==> src/rtl/spc_regs.vh <==
/*
  Register map, field positions and reset values of the serial port control block.
  Assumes an 8-bit register port with a 3-bit word address.
*/
`ifndef SPC_REGS_VH
`define SPC_REGS_VH

// register addresses
`define SPC_ADDR_CTRL 3'h0
`define SPC_ADDR_STATUS 3'h1
`define SPC_ADDR_MODE 3'h2
`define SPC_ADDR_CARD 3'h3
`define SPC_ADDR_TXHOLD 3'h4
`define SPC_ADDR_RXHOLD 3'h5
`define SPC_ADDR_RATE 3'h6

// serial_ctrl fields
`define SPC_CTRL_TIE 7
`define SPC_CTRL_RIE 6
`define SPC_CTRL_TE 5
`define SPC_CTRL_RE 4
`define SPC_CTRL_MULTIPROC_WAIT_EN 3
`define SPC_CTRL_TX_END_IRQ_EN 2
`define SPC_CTRL_CKHI 1
`define SPC_CTRL_CKLO 0

// serial_status_reg fields
`define SPC_ST_TX_EMPTY_FLAG 7
`define SPC_ST_RX_FULL_FLAG 6
`define SPC_ST_OVERRUN_FLAG 5
`define SPC_ST_FER 4
`define SPC_ST_PER 3
`define SPC_ST_TEND 2
`define SPC_ST_MPB 1
`define SPC_ST_MPBT 0
`define SPC_ST_CLRMASK 8'hf8

// serial_mode_reg fields
`define SPC_MODE_SYNC 7
`define SPC_MODE_CHR 6
`define SPC_MODE_PE 5
`define SPC_MODE_OE 4
`define SPC_MODE_STOP 3
`define SPC_MODE_MP 2

// card_mode_reg fields
`define SPC_CARD_SEL 0

// reset values
`define SPC_CTRL_RST 8'h00
`define SPC_STATUS_RST 8'h84
`define SPC_MODE_RST 8'h00
`define SPC_CARD_RST 8'h00
`define SPC_TXHOLD_RST 8'hff
`define SPC_RXHOLD_RST 8'h00
`define SPC_RATE_RST 8'hff

// timing counts in 16x sample ticks
`define SPC_PH_LAST 4'hf
`define SPC_PH_MID 4'h7

`endif

==> src/rtl/spc_ctrl.v <==
/*
  Serial port with its control register: transmitter, receiver, flags, clock pin
  control and interrupt request levels.
  Assumes standby comes from logic on sys_clk; rxd_pin and sck_pin come from outside.
*/
// Decided for this implementation: strobed register access and the register offsets.
`timescale 1ns/1ps
`include "spc_regs.vh"

module spc_ctrl (
  // clock and reset
  input wire sys_clk,
  input wire rst_n,
  input wire standby,
  // register port
  input wire [2:0] reg_addr,
  input wire [7:0] reg_wdata,
  input wire reg_wr,
  input wire reg_rd,
  output reg [7:0] reg_rdata,
  // serial pins
  input wire rxd_pin,
  output wire txd_pin,
  input wire sck_pin,
  output reg sck_drive,
  output reg sck_drive_en,
  // interrupt request levels
  output wire tx_empty_irq,
  output wire rx_full_irq,
  output wire rx_error_irq,
  output wire tx_end_irq
);

  localparam ROLE_GPIO = 2'h0;
  localparam ROLE_OUT = 2'h1;
  localparam ROLE_IN = 2'h2;
  localparam ROLE_FIX = 2'h3;

  // clock pin role from card mode, mode bit and the two clock bits
  function [1:0] sck_role;
    input card;
    input mode7;
    input hi;
    input lo;
    begin
      if (card)
      begin
        if (lo)
          sck_role = ROLE_OUT;
        else if (!mode7)
          sck_role = ROLE_GPIO;
        else
          sck_role = ROLE_FIX;
      end
      else if (hi)
        sck_role = ROLE_IN;
      else if (mode7 || lo)
        sck_role = ROLE_OUT;
      else
        sck_role = ROLE_GPIO;
    end
  endfunction

  // registers
  reg [7:0] serial_ctrl_reg;
  reg [7:0] serial_ctrl_next;
  reg [7:0] serial_status_reg;
  reg [7:0] serial_status_next;
  reg [7:0] seen_reg;
  reg [7:0] seen_next;
  reg [7:0] serial_mode_reg;
  reg [7:0] card_mode_reg;
  reg [7:0] tx_holding_reg;
  reg [7:0] rx_holding_reg;
  reg [7:0] rx_holding_next;
  reg [7:0] rate_reg;
  // clocking
  reg [5:0] pre_reg;
  reg [7:0] rate_cnt_reg;
  reg [3:0] ph_reg;
  reg rxd_s1_reg, rxd_s2_reg;
  reg sck_s1_reg, sck_s2_reg, sck_s3_reg;
  // transmitter
  reg tx_busy_reg;
  reg [11:0] tx_shift_reg;
  reg [3:0] tx_cnt_reg;
  reg [3:0] tx_len_reg;
  reg [3:0] tx_msb_reg;
  reg [11:0] frame;
  reg [3:0] flen;
  reg [3:0] fmsb;
  // receiver
  reg rx_busy_reg;
  reg [3:0] rx_ph_reg;
  reg [3:0] rx_idx_reg;
  reg [11:0] rx_shift_reg;
  reg rx_done_reg;
  reg [7:0] rx_data;
  reg rx_ext;
  reg rx_stop;

  wire clr = !rst_n || standby;
  wire card = card_mode_reg[`SPC_CARD_SEL];
  wire sync = !card && serial_mode_reg[`SPC_MODE_SYNC];
  wire gm = serial_mode_reg[`SPC_MODE_SYNC];
  wire chr7 = !sync && serial_mode_reg[`SPC_MODE_CHR];
  wire mp = !sync && serial_mode_reg[`SPC_MODE_MP];
  wire pe = !sync && !mp && serial_mode_reg[`SPC_MODE_PE];
  wire ext_bit = mp || pe;
  wire stop2 = serial_mode_reg[`SPC_MODE_STOP];
  wire [3:0] nd = chr7 ? 4'h7 : 4'h8;
  wire te = serial_ctrl_reg[`SPC_CTRL_TE];
  wire re = serial_ctrl_reg[`SPC_CTRL_RE];
  wire mp_wait = mp && serial_ctrl_reg[`SPC_CTRL_MULTIPROC_WAIT_EN];
  wire rx_halt = serial_status_reg[`SPC_ST_OVERRUN_FLAG] || serial_status_reg[`SPC_ST_FER] ||
                 serial_status_reg[`SPC_ST_PER];
  wire [1:0] role = sck_role(card, gm, serial_ctrl_reg[`SPC_CTRL_CKHI],
                             serial_ctrl_reg[`SPC_CTRL_CKLO]);
  wire ext_clk = (role == ROLE_IN);
  wire wr_ctrl = reg_wr && (reg_addr == `SPC_ADDR_CTRL);
  wire wr_stat = reg_wr && (reg_addr == `SPC_ADDR_STATUS);
  wire rd_stat = reg_rd && (reg_addr == `SPC_ADDR_STATUS);

  // pin synchronisers; only the second stage and later are read
  always @(posedge sys_clk)
  begin
    if (clr)
    begin
      rxd_s1_reg <= 1'b1;
      rxd_s2_reg <= 1'b1;
      sck_s1_reg <= 1'b0;
      sck_s2_reg <= 1'b0;
      sck_s3_reg <= 1'b0;
    end
    else
    begin
      rxd_s1_reg <= rxd_pin;
      rxd_s2_reg <= rxd_s1_reg;
      sck_s1_reg <= sck_pin;
      sck_s2_reg <= sck_s1_reg;
      sck_s3_reg <= sck_s2_reg;
    end
  end

  wire sck_rise = sck_s2_reg && !sck_s3_reg;
  wire sck_fall = !sck_s2_reg && sck_s3_reg;

  // prescaler taps: every 1, 4, 16 or 64 system clocks
  reg pre_hit;
  always @*
  begin
    case (serial_mode_reg[1:0])
      2'h0: pre_hit = 1'b1;
      2'h1: pre_hit = &pre_reg[1:0];
      2'h2: pre_hit = &pre_reg[3:0];
      default: pre_hit = &pre_reg[5:0];
    endcase
  end

  wire div_tick = pre_hit && (rate_cnt_reg == rate_reg);
  // external async clock runs at 16x, so each rising edge is one sample tick
  wire tick16 = ext_clk ? sck_rise : div_tick;
  wire ph_end = tick16 && (ph_reg == `SPC_PH_LAST);
  wire tx_ev = (sync && ext_clk) ? sck_fall : ph_end;
  wire smp_ev = ext_clk ? sck_rise : (tick16 && (ph_reg == `SPC_PH_MID));

  // baud divider and the 16-phase bit counter
  always @(posedge sys_clk)
  begin
    if (clr)
    begin
      pre_reg <= 6'h00;
      rate_cnt_reg <= 8'h00;
      ph_reg <= 4'h0;
    end
    else
    begin
      pre_reg <= pre_reg + 6'h01;
      if (pre_hit)
        rate_cnt_reg <= div_tick ? 8'h00 : rate_cnt_reg + 8'h01;
      if (tick16)
        ph_reg <= ph_reg + 4'h1;
    end
  end

  // clock pin: output clock is one period per 16 ticks, i.e. the bit rate
  always @(posedge sys_clk)
  begin
    if (clr)
    begin
      sck_drive <= 1'b0;
      sck_drive_en <= 1'b0;
    end
    else
    begin
      sck_drive_en <= (role == ROLE_OUT) || (role == ROLE_FIX);
      if (role == ROLE_FIX)
        sck_drive <= serial_ctrl_reg[`SPC_CTRL_CKHI];
      else
        sck_drive <= ph_reg[3];
    end
  end

  // transmit frame image, lsb first: start, data, parity or mp bit, stops
  always @*
  begin
    frame = 12'hfff;
    if (sync)
    begin
      frame[7:0] = tx_holding_reg;
      flen = 4'h8;
      fmsb = 4'h7;
    end
    else
    begin
      frame[0] = 1'b0;
      // 7-bit data leaves bit 8 high for a stop unless parity or mp bit lands there
      frame[8:1] = chr7 ? {1'b1, tx_holding_reg[6:0]} : tx_holding_reg;
      if (mp)
        frame[nd + 4'h1] = serial_status_reg[`SPC_ST_MPBT];
      else if (pe)
        frame[nd + 4'h1] = ^(tx_holding_reg & {!chr7, 7'h7f}) ^ serial_mode_reg[`SPC_MODE_OE];
      flen = 4'h2 + nd + {3'h0, ext_bit} + {3'h0, stop2};
      fmsb = nd;
    end
  end

  // shift register takes the holding register only once software cleared the flag
  wire tx_load = tx_ev && !tx_busy_reg && te && !serial_status_reg[`SPC_ST_TX_EMPTY_FLAG] &&
                 !(sync && rx_halt);
  wire tx_msb_done = tx_ev && tx_busy_reg && (tx_cnt_reg == tx_msb_reg);

  always @(posedge sys_clk)
  begin
    if (clr)
    begin
      tx_busy_reg <= 1'b0;
      tx_shift_reg <= 12'hfff;
      tx_cnt_reg <= 4'h0;
      tx_len_reg <= 4'h0;
      tx_msb_reg <= 4'h0;
    end
    else if (tx_load)
    begin
      tx_busy_reg <= 1'b1;
      tx_shift_reg <= frame;
      tx_cnt_reg <= 4'h0;
      tx_len_reg <= flen;
      tx_msb_reg <= fmsb;
    end
    else if (tx_ev && tx_busy_reg)
    begin
      tx_shift_reg <= {1'b1, tx_shift_reg[11:1]};
      tx_cnt_reg <= tx_cnt_reg + 4'h1;
      if (tx_cnt_reg == tx_len_reg - 4'h1)
        tx_busy_reg <= 1'b0;
    end
  end

  assign txd_pin = tx_shift_reg[0];

  // receiver: async hunts a start bit on 16x ticks, sync samples clock edges
  always @(posedge sys_clk)
  begin
    if (clr)
    begin
      rx_busy_reg <= 1'b0;
      rx_ph_reg <= 4'h0;
      rx_idx_reg <= 4'h0;
      rx_shift_reg <= 12'h000;
      rx_done_reg <= 1'b0;
    end
    else
    begin
      rx_done_reg <= 1'b0;
      if (!re || rx_halt)
      begin
        rx_busy_reg <= 1'b0;
        rx_idx_reg <= 4'h0;
      end
      else if (sync)
      begin
        if (smp_ev)
        begin
          rx_shift_reg[rx_idx_reg] <= rxd_s2_reg;
          rx_idx_reg <= (rx_idx_reg == 4'h7) ? 4'h0 : rx_idx_reg + 4'h1;
          rx_done_reg <= (rx_idx_reg == 4'h7);
        end
      end
      else if (tick16)
      begin
        if (!rx_busy_reg)
        begin
          if (!rxd_s2_reg)
          begin
            rx_busy_reg <= 1'b1;
            rx_ph_reg <= 4'h0;
            rx_idx_reg <= 4'h0;
          end
        end
        else
        begin
          rx_ph_reg <= rx_ph_reg + 4'h1;
          if (rx_ph_reg == `SPC_PH_MID)
          begin
            rx_shift_reg[rx_idx_reg] <= rxd_s2_reg;
            rx_idx_reg <= rx_idx_reg + 4'h1;
            // a start bit that is high again at mid-bit was a glitch
            if (rx_idx_reg == 4'h0 && rxd_s2_reg)
              rx_busy_reg <= 1'b0;
            else if (rx_idx_reg == nd + {3'h0, ext_bit} + 4'h1)
            begin
              rx_busy_reg <= 1'b0;
              rx_done_reg <= 1'b1;
            end
          end
        end
      end
    end
  end

  // unpack the received frame; only the first stop bit is checked
  always @*
  begin
    if (sync)
    begin
      rx_data = rx_shift_reg[7:0];
      rx_ext = 1'b0;
      rx_stop = 1'b1;
    end
    else
    begin
      rx_data = rx_shift_reg[8:1] & {!chr7, 7'h7f};
      rx_ext = rx_shift_reg[nd + 4'h1];
      rx_stop = rx_shift_reg[nd + {3'h0, ext_bit} + 4'h1];
    end
  end

  wire rx_par_bad = pe && ((^rx_data ^ rx_ext) != serial_mode_reg[`SPC_MODE_OE]);
  wire rx_mpb_hit = rx_done_reg && mp && rx_ext;
  // while waiting, frames without the multiprocessor bit are dropped whole
  wire rx_accept = rx_done_reg && !(mp_wait && !rx_ext);

  // status and control next values; hardware sets are applied last so they win
  always @*
  begin
    serial_ctrl_next = serial_ctrl_reg;
    serial_status_next = serial_status_reg;
    seen_next = seen_reg;
    rx_holding_next = rx_holding_reg;
    if (wr_ctrl)
      serial_ctrl_next = reg_wdata;
    if (rd_stat)
      seen_next = seen_reg | (serial_status_reg & `SPC_ST_CLRMASK);
    if (wr_stat)
    begin
      // a flag clears only if it was read as one first
      serial_status_next[7:3] = serial_status_reg[7:3] & ~(~reg_wdata[7:3] & seen_reg[7:3]);
      if (!reg_wdata[`SPC_ST_TX_EMPTY_FLAG] && seen_reg[`SPC_ST_TX_EMPTY_FLAG])
        serial_status_next[`SPC_ST_TEND] = 1'b0;
      serial_status_next[`SPC_ST_MPBT] = reg_wdata[`SPC_ST_MPBT];
      seen_next = 8'h00;
    end
    if (tx_load)
    begin
      serial_status_next[`SPC_ST_TX_EMPTY_FLAG] = 1'b1;
      serial_status_next[`SPC_ST_TEND] = 1'b0;
    end
    if (tx_msb_done && serial_status_reg[`SPC_ST_TX_EMPTY_FLAG])
      serial_status_next[`SPC_ST_TEND] = 1'b1;
    if (!te)
      serial_status_next[`SPC_ST_TX_EMPTY_FLAG] = 1'b1;
    if (rx_mpb_hit && mp_wait)
    begin
      serial_ctrl_next[`SPC_CTRL_MULTIPROC_WAIT_EN] = 1'b0;
      serial_status_next[`SPC_ST_MPB] = 1'b1;
    end
    else if (rx_done_reg && mp && !mp_wait)
      serial_status_next[`SPC_ST_MPB] = rx_ext;
    // clearing the receive enable touches none of these flags
    if (rx_accept)
    begin
      if (serial_status_reg[`SPC_ST_RX_FULL_FLAG])
        serial_status_next[`SPC_ST_OVERRUN_FLAG] = 1'b1;
      else if (!rx_stop)
      begin
        serial_status_next[`SPC_ST_FER] = 1'b1;
        rx_holding_next = rx_data;
      end
      else if (rx_par_bad)
      begin
        serial_status_next[`SPC_ST_PER] = 1'b1;
        rx_holding_next = rx_data;
      end
      else
      begin
        serial_status_next[`SPC_ST_RX_FULL_FLAG] = 1'b1;
        rx_holding_next = rx_data;
      end
    end
    // a seen mark means nothing once its flag is zero
    seen_next = seen_next & serial_status_next;
  end

  // register file
  always @(posedge sys_clk)
  begin
    if (clr)
    begin
      serial_ctrl_reg <= `SPC_CTRL_RST;
      serial_status_reg <= `SPC_STATUS_RST;
      seen_reg <= 8'h00;
      serial_mode_reg <= `SPC_MODE_RST;
      card_mode_reg <= `SPC_CARD_RST;
      tx_holding_reg <= `SPC_TXHOLD_RST;
      rx_holding_reg <= `SPC_RXHOLD_RST;
      rate_reg <= `SPC_RATE_RST;
    end
    else
    begin
      serial_ctrl_reg <= serial_ctrl_next;
      serial_status_reg <= serial_status_next;
      seen_reg <= seen_next;
      rx_holding_reg <= rx_holding_next;
      if (reg_wr && reg_addr == `SPC_ADDR_MODE)
        serial_mode_reg <= reg_wdata;
      if (reg_wr && reg_addr == `SPC_ADDR_CARD)
        card_mode_reg <= {7'h00, reg_wdata[`SPC_CARD_SEL]};
      if (reg_wr && reg_addr == `SPC_ADDR_TXHOLD)
        tx_holding_reg <= reg_wdata;
      if (reg_wr && reg_addr == `SPC_ADDR_RATE)
        rate_reg <= reg_wdata;
    end
  end

  // read data stands only in the cycle after the strobe; unmapped reads zero
  always @(posedge sys_clk)
  begin
    if (clr || !reg_rd)
      reg_rdata <= 8'h00;
    else
    begin
      case (reg_addr)
        `SPC_ADDR_CTRL: reg_rdata <= serial_ctrl_reg;
        `SPC_ADDR_STATUS: reg_rdata <= serial_status_reg;
        `SPC_ADDR_MODE: reg_rdata <= serial_mode_reg;
        `SPC_ADDR_CARD: reg_rdata <= card_mode_reg;
        `SPC_ADDR_TXHOLD: reg_rdata <= tx_holding_reg;
        `SPC_ADDR_RXHOLD: reg_rdata <= rx_holding_reg;
        `SPC_ADDR_RATE: reg_rdata <= rate_reg;
        default: reg_rdata <= 8'h00;
      endcase
    end
  end

  // request levels follow flag and enable, so clearing either withdraws them
  assign tx_empty_irq = serial_ctrl_reg[`SPC_CTRL_TIE] && serial_status_reg[`SPC_ST_TX_EMPTY_FLAG];
  assign rx_full_irq = serial_ctrl_reg[`SPC_CTRL_RIE] && serial_status_reg[`SPC_ST_RX_FULL_FLAG];
  assign rx_error_irq = serial_ctrl_reg[`SPC_CTRL_RIE] && rx_halt;
  assign tx_end_irq = serial_ctrl_reg[`SPC_CTRL_TX_END_IRQ_EN] && serial_status_reg[`SPC_ST_TEND];

endmodule // spc_ctrl

==> config.mk <==
export PLATFORM = sky130hd
export DESIGN_NAME = spc_ctrl
export DESIGN_NICKNAME = d
export VERILOG_FILES = /design/src/rtl/spc_ctrl.v
export VERILOG_INCLUDE_DIRS = /design/src /design/src/rtl
export SDC_FILE = /design/constraint.sdc
export NUM_CORES = 1
export LEC_CHECK = 0
export ABC_CLOCK_PERIOD_IN_PS = 3330
export BUFFER_PORTS_ARGS = -buffer_cell sky130_fd_sc_hd__clkbuf_2
export CORE_ASPECT_RATIO = 1.5
export CORE_MARGIN = 2
export CORE_UTILIZATION = 30
export CTS_CLUSTER_SIZE = 8
export DETAILED_ROUTE_END_ITERATION = 6
export PLACE_DENSITY = 0.56
export RECOVER_POWER = 100
export SETUP_SLACK_MARGIN = 0.02
export SYNTH_ARGS = -nofsm -noshare
export SYNTH_HDL_FRONTEND = slang
export SYNTH_SLANG_ARGS = --single-unit
export TNS_END_PERCENT = 10
==> constraint.sdc <==
create_clock -name sys_clk -period 3.33 [get_ports sys_clk]
set_clock_uncertainty 0.2 [all_clocks]
set_input_delay 0.4995 -clock sys_clk [delete_from_list [all_inputs] [get_ports sys_clk]]
set_output_delay 0.4995 -clock sys_clk [all_outputs]
set_load 0.02 [all_outputs]
==> impl_metrics.ini, run 1 <==
[run_status]
status = finished, violations left
violations = max-capacitance violations, max-slew violations

[timing]
fin_ws_ns = 0.3923
post-route-min-period_ns = 2.938
max_slew_margin_pct = -29.58
drv_slew = 41
hold_viol = 0
period_share_pct = 88.22
fmax_mhz = 340.4
final-setup-viol-count = 0
worst_slew_pin_slew_ns = 1.944
setup_tns_ns = 0
rsz0062_at_grt = no

[job]
cap_violations = 1

[global_route]
grt_pass1_wl_um = 29410
grt_max_degree = 41
grt_usage_pct = 17.10
grt_pass1_vias = 5341
antenna_found_initial = 0
gr-total-overflow = 0

[place]
place.gp.congestion = 0.9695
placed_area_um2 = 6832
hpwlAfterDp_um = 13480
pre_cts_ws_ns = 0.5290
io_buffer_count = 32

[yosys]
ys.flop_type = dfxtp_1
postSynthCellCount = 766
synth_edf_count = 0
synth_nets = 797
yosysWarnings = 0
syn_area_per_cell_um2 = 8.373
synth.distinct_cells = 63
yosysSeqAreaShare_pct = 40.58
synth_area_um2 = 6414
synth-seq-cells = 130
synthArstFlopShare_pct = 0

[drt]
first_pass_iters = 4
wl_per_cell_um = 17.04
wl_um = 18220
vias = 5439
via_per_inst = 5.088
drt_iter0_markers = 374
drc = 0
ant_nets = 0

[critical_path]
crit_path_cell_trace = ha_1 > nand3_1 > a221oi_4 > and4_1 > o21ai_2 > or4b_1 > a21oi_1
end_kind = register
path_class = register to register
critPathMaxFanout = 24
cpMaxStageDelayCell = or4b_1
crit_path_max_incr_delay_ns = 0.55
cp.required_ns = 3.46
cp-start-kind = register
arrival_ns = 3.07

[die]
die-width_um = 123.4
core_area_um2 = 20980
start_util_pct = 30.57
fp.dieArea_um2 = 22590
fp.dieH_um = 183.1
pin_count = 33
rows = 65

[pwr]
p_per_area_nw_per_um2 = 490.0
peakVddDrop_mv = 0.3637
leakagePower_uw = 0.002598
p_total_uw = 3616

[layout]
final_cell_mix = dfxtp_1 (130), nand2_1 (127), nor2_1 (66), a21oi_1 (65), nand3_1 (31)
diodes = 0
fin_area_um2 = 7381
layout_commonest_cell = dfxtp_1
areaGrowthSynthToFinish_pct = 15.08
nNetsFinal = 819
drive_gt1_share_pct = 8.739
final_util_pct = 35.18
filler_cell_count = 2185
register_area_um2 = 2603
largest_reg_flops = 12
multi_input_area_um2 = 3582

[clock_tree]
hold_buffers = 0
cts.sinks = 130
cts_tree = built
clockBufferDepth = 2
clk_pin_slew_ns = 0.06
clockRootBuffer = clkbuf_16
post-cts-setup-buffers = 0
htreeDepth = 4
cts_made_buffers = 17
post_cts_resized = 0
clock_latency_ns = 0.42

[min_path]
hp-class = input pin to register
[routing by layer]
metal	up-vias	wire, µm	track usage, %
met2	109	9214	29.23
li1	2727	-	-
met1	2556	7270	18.78
met4	0	1147	11.77
met5	-	0	0
met3	47	588	3.172
[final cells by class]
class,instances,area share [%]
clock buffers,18,5.950
clock inverters,14,2.119
inverters,15,0.7628
multi-input cells,581,48.53
flip-flops and latches,130,35.26
well taps,268,4.543
repair buffers,43,2.831
[logic make-up (layout without fill, tap and decap cells)]
logic type               after synthesis  count (layout)  synth area share (%)
AO/OA/AOI/OAI                        156             156                 15.88
XOR/XNOR                              47              47                 6.633
adder cells (fa/ha/maj)               13              13                 2.653
buffers and inverters                 55              90                 3.492
flip-flops                           130             130                 40.58
multiplexers                          35              35                 6.106
AND/OR/NAND/NOR                      330             330                 24.66
[power by group]
group / switching [µW] / internal, µW / leakage [µW]
Clock: 755 / 1130 / 0.000279
Combinational: 107 / 48.2 / 0.00127
Sequential: 10.6 / 1570 / 0.00105
[critical path: cells and delay by family (launching register included)]
family | cells | cell delay [ns]
simple gates | 3 | 1.11
compound gates | 3 | 0.95
flops | 1 | 0.35
fa+ha+maj | 1 | 0.22
[Yosys cell counts (3+ instances only)]
library cell	number	share of area, %
and2_1	13	1.3
nor2_1	66	3.9
mux4_2	3	1.1
o211ai_1	8	0.94
a2bb2oi_1	7	0.96
o22a_1	3	0.41
buf_2	8	0.62
xnor2_1	25	3.4
a22oi_1	4	0.47
a311oi_1	8	1.1
a211oi_1	8	0.94
o21ai_0	20	1.6
a21oi_1	65	5.1
nand3_1	31	2.4
ha_1	12	2.3
nand3b_1	7	0.82
buf_1	6	0.35
mux2i_1	29	4.5
o21a_1	3	0.35
nand2b_1	10	0.98
a31oi_1	6	0.59
nand4_1	12	1.2
or3_1	15	1.5
and3_1	9	0.88
nand2_1	127	7.4
mux2_2	3	0.53
o31ai_1	3	0.35
nor3_1	9	0.70
nor2b_1	16	1.6
inv_1	15	0.88
clkbuf_1	24	1.4
o2111ai_1	3	0.41
xor2_1	21	2.9
dfxtp_1	130	41
[metrics by stage]
step	std cells	hold WS, ns
floorplan	766	0.1863
global placement	1037	0.2125
detailed placement	1037	0.2129
CTS	1069	0.05004
global route	1069	0.07726
finish	1069	0.05995
[final timing paths]
path	start	endpoint	slack, ns	cells past startpoint
max reg2reg	pre_reg[0]	tx_len_reg[2]	0.39	7
min reg2reg	rxd_s1_reg	rxd_s2_reg	0.22	1
max	pre_reg[0]	tx_len_reg[2]	0.39	7
min	rxd_pin	rxd_s1_reg	0.06	2
(Power assumes the default switching activity.)
==> inputs of run 2 (changes only) <==
- CTS_BUF_LIST: unset -> sky130_fd_sc_hd__clkbuf_16
==> run 2 against run 1 <==
  * The run still ends with max-capacitance violations, max-slew violations left
  * Critical endpoint unchanged
  * First-iteration DRC count increased by 5.6%
  * Flip-flop and latch count unchanged
  * Count of clock-buffer cells in the layout decreased by 1
  * Die area unchanged
  * Sequential share of layout area about the same
  * Via count increased by 0.20%
  * Final area decreased by 0.14%
==> impl_metrics.ini, run 2 (synthesized netlist as in run 1, its figures left out) <==
[die]
fp.dieArea_um2 = 22590
pin_count = 33
die-width_um = 123.4
start_util_pct = 30.57
rows = 65
fp.dieH_um = 183.1
core_area_um2 = 20980

[drt]
via_per_inst = 5.098
first_pass_iters = 5
vias = 5450
drc = 0
drt_iter0_markers = 395
ant_nets = 0
wl_um = 18190
wl_per_cell_um = 17.02

[global_route]
grt_max_degree = 41
grt_pass1_vias = 5348
gr-total-overflow = 0
antenna_found_initial = 0
grt_usage_pct = 17.13
grt_pass1_wl_um = 29460

[critical_path]
cp.required_ns = 3.46
crit_start = pre_reg[0]
end_kind = register
path_class = register to register
r2r_cells = 7
cp-endpoint = tx_len_reg[2]
critPathMaxFanout = 24
rrSetupSlack_ns = 0.41
r2r-start = pre_reg[0]
arrival_ns = 3.05
r2r_end = tx_len_reg[2]
cp-start-kind = register

[timing]
drv_slew = 41
period_share_pct = 87.72
worst_slew_pin_slew_ns = 1.934
max_slew_margin_pct = -28.93
post-route-min-period_ns = 2.921
fmax_mhz = 342.3
setup_tns_ns = 0
fin_ws_ns = 0.4089
hold_viol = 0
final-setup-viol-count = 0
rsz0062_at_grt = no
hold_slack_ns = 0.06107

[pwr]
p_per_area_nw_per_um2 = 486.9
peakVddDrop_mv = 0.3638
leakagePower_uw = 0.002592
p_total_uw = 3589

[run_status]
status = finished, violations left
violations = max-capacitance violations, max-slew violations

[place]
hpwlAfterDp_um = 13480
io_buffer_count = 32
placedCellCount = 1037
pre_cts_ws_ns = 0.5290
place.gp.congestion = 0.9695

[clock_tree]
clockBufferDepth = 2
post-cts-setup-buffers = 0
post_cts_resized = 0
cts_made_buffers = 17
htreeDepth = 4
clock_latency_ns = 0.42
cts_tree = built
clk_pin_slew_ns = 0.06
hold_buffers = 0
clockRootBuffer = clkbuf_16
cts.sinks = 130

[layout]
drive_gt1_share_pct = 8.614
largest_reg_flops = 12
finalNonFillerCells = 1069
diodes = 0
final_cell_mix = dfxtp_1 (130), nand2_1 (127), nor2_1 (66), a21oi_1 (65), nand3_1 (31)
filler_cell_count = 2188
layout_commonest_cell = dfxtp_1
areaGrowthSynthToFinish_pct = 14.92
nNetsFinal = 819

[job]
cap_violations = 1

[min_path]
hp-class = input pin to register
[run 2: cell types whose count changed in the layout (fill, tap and decap cells not counted)]
| cell | before | now |
|---|---|---|
| clkbuf_8 | 1 | 0 |
| clkinv_1 | 0 | 1 |
[run 2: worst max-delay path, cell delays in order (launching register included)]
cell and delay, ns:
dfxtp_1 0.35, ha_1 0.22, nand3_1 0.14, a221oi_4 0.48, and4_1 0.41, o21ai_2 0.31
or4b_1 0.55, a21oi_1 0.15
[run 2: layer usage]
metal	global-route usage [%]	wire, µm	vias to the layer above
li1	-	-	2728
met1	18.78	7148	2561
met2	29.34	9217	116
met3	3.172	676	45
met4	11.77	1148	0
met5	0	0	-
[run 2: power breakdown]
group          internal (µW)  switching, µW  leakage (µW)
sequential              1570           10.6       0.00105
combinational           48.2            107       0.00127
clock                   1110            751      0.000273
total                   2720            868       0.00259
[run 2: per-stage QoR]
step                      area, µm²  utilization (%)
after floorplan                6414                -
final                          7371            35.13
after global placement         6832            32.56
after detailed placement       6832            32.56
after global routing           7371            35.13
after CTS                      7417            35.35
[run 2: worst min-delay path by stage]
stage / startpoint / endpoint / slack [ns] / depth (start not counted)
floorplan: rxd_s1_reg / rxd_s2_reg / 0.19 / 1
global placement: rxd_s1_reg / rxd_s2_reg / 0.21 / 1
detailed placement: rxd_s1_reg / rxd_s2_reg / 0.21 / 1
CTS: rxd_pin / rxd_s1_reg / 0.05 / 2
global route: rxd_pin / rxd_s1_reg / 0.08 / 2
finish: rxd_pin / rxd_s1_reg / 0.06 / 2
[run 2: cell type report]
class,instances,area (µm²),area share [%]
clock buffers,17,425.4,5.772
clock inverters,15,160.2,2.173
inverters,15,56.30,0.7639
multi-input cells,581,3582,48.60
flip-flops and latches,130,2603,35.31
well taps,268,335.3,4.549
repair buffers,43,209.0,2.835
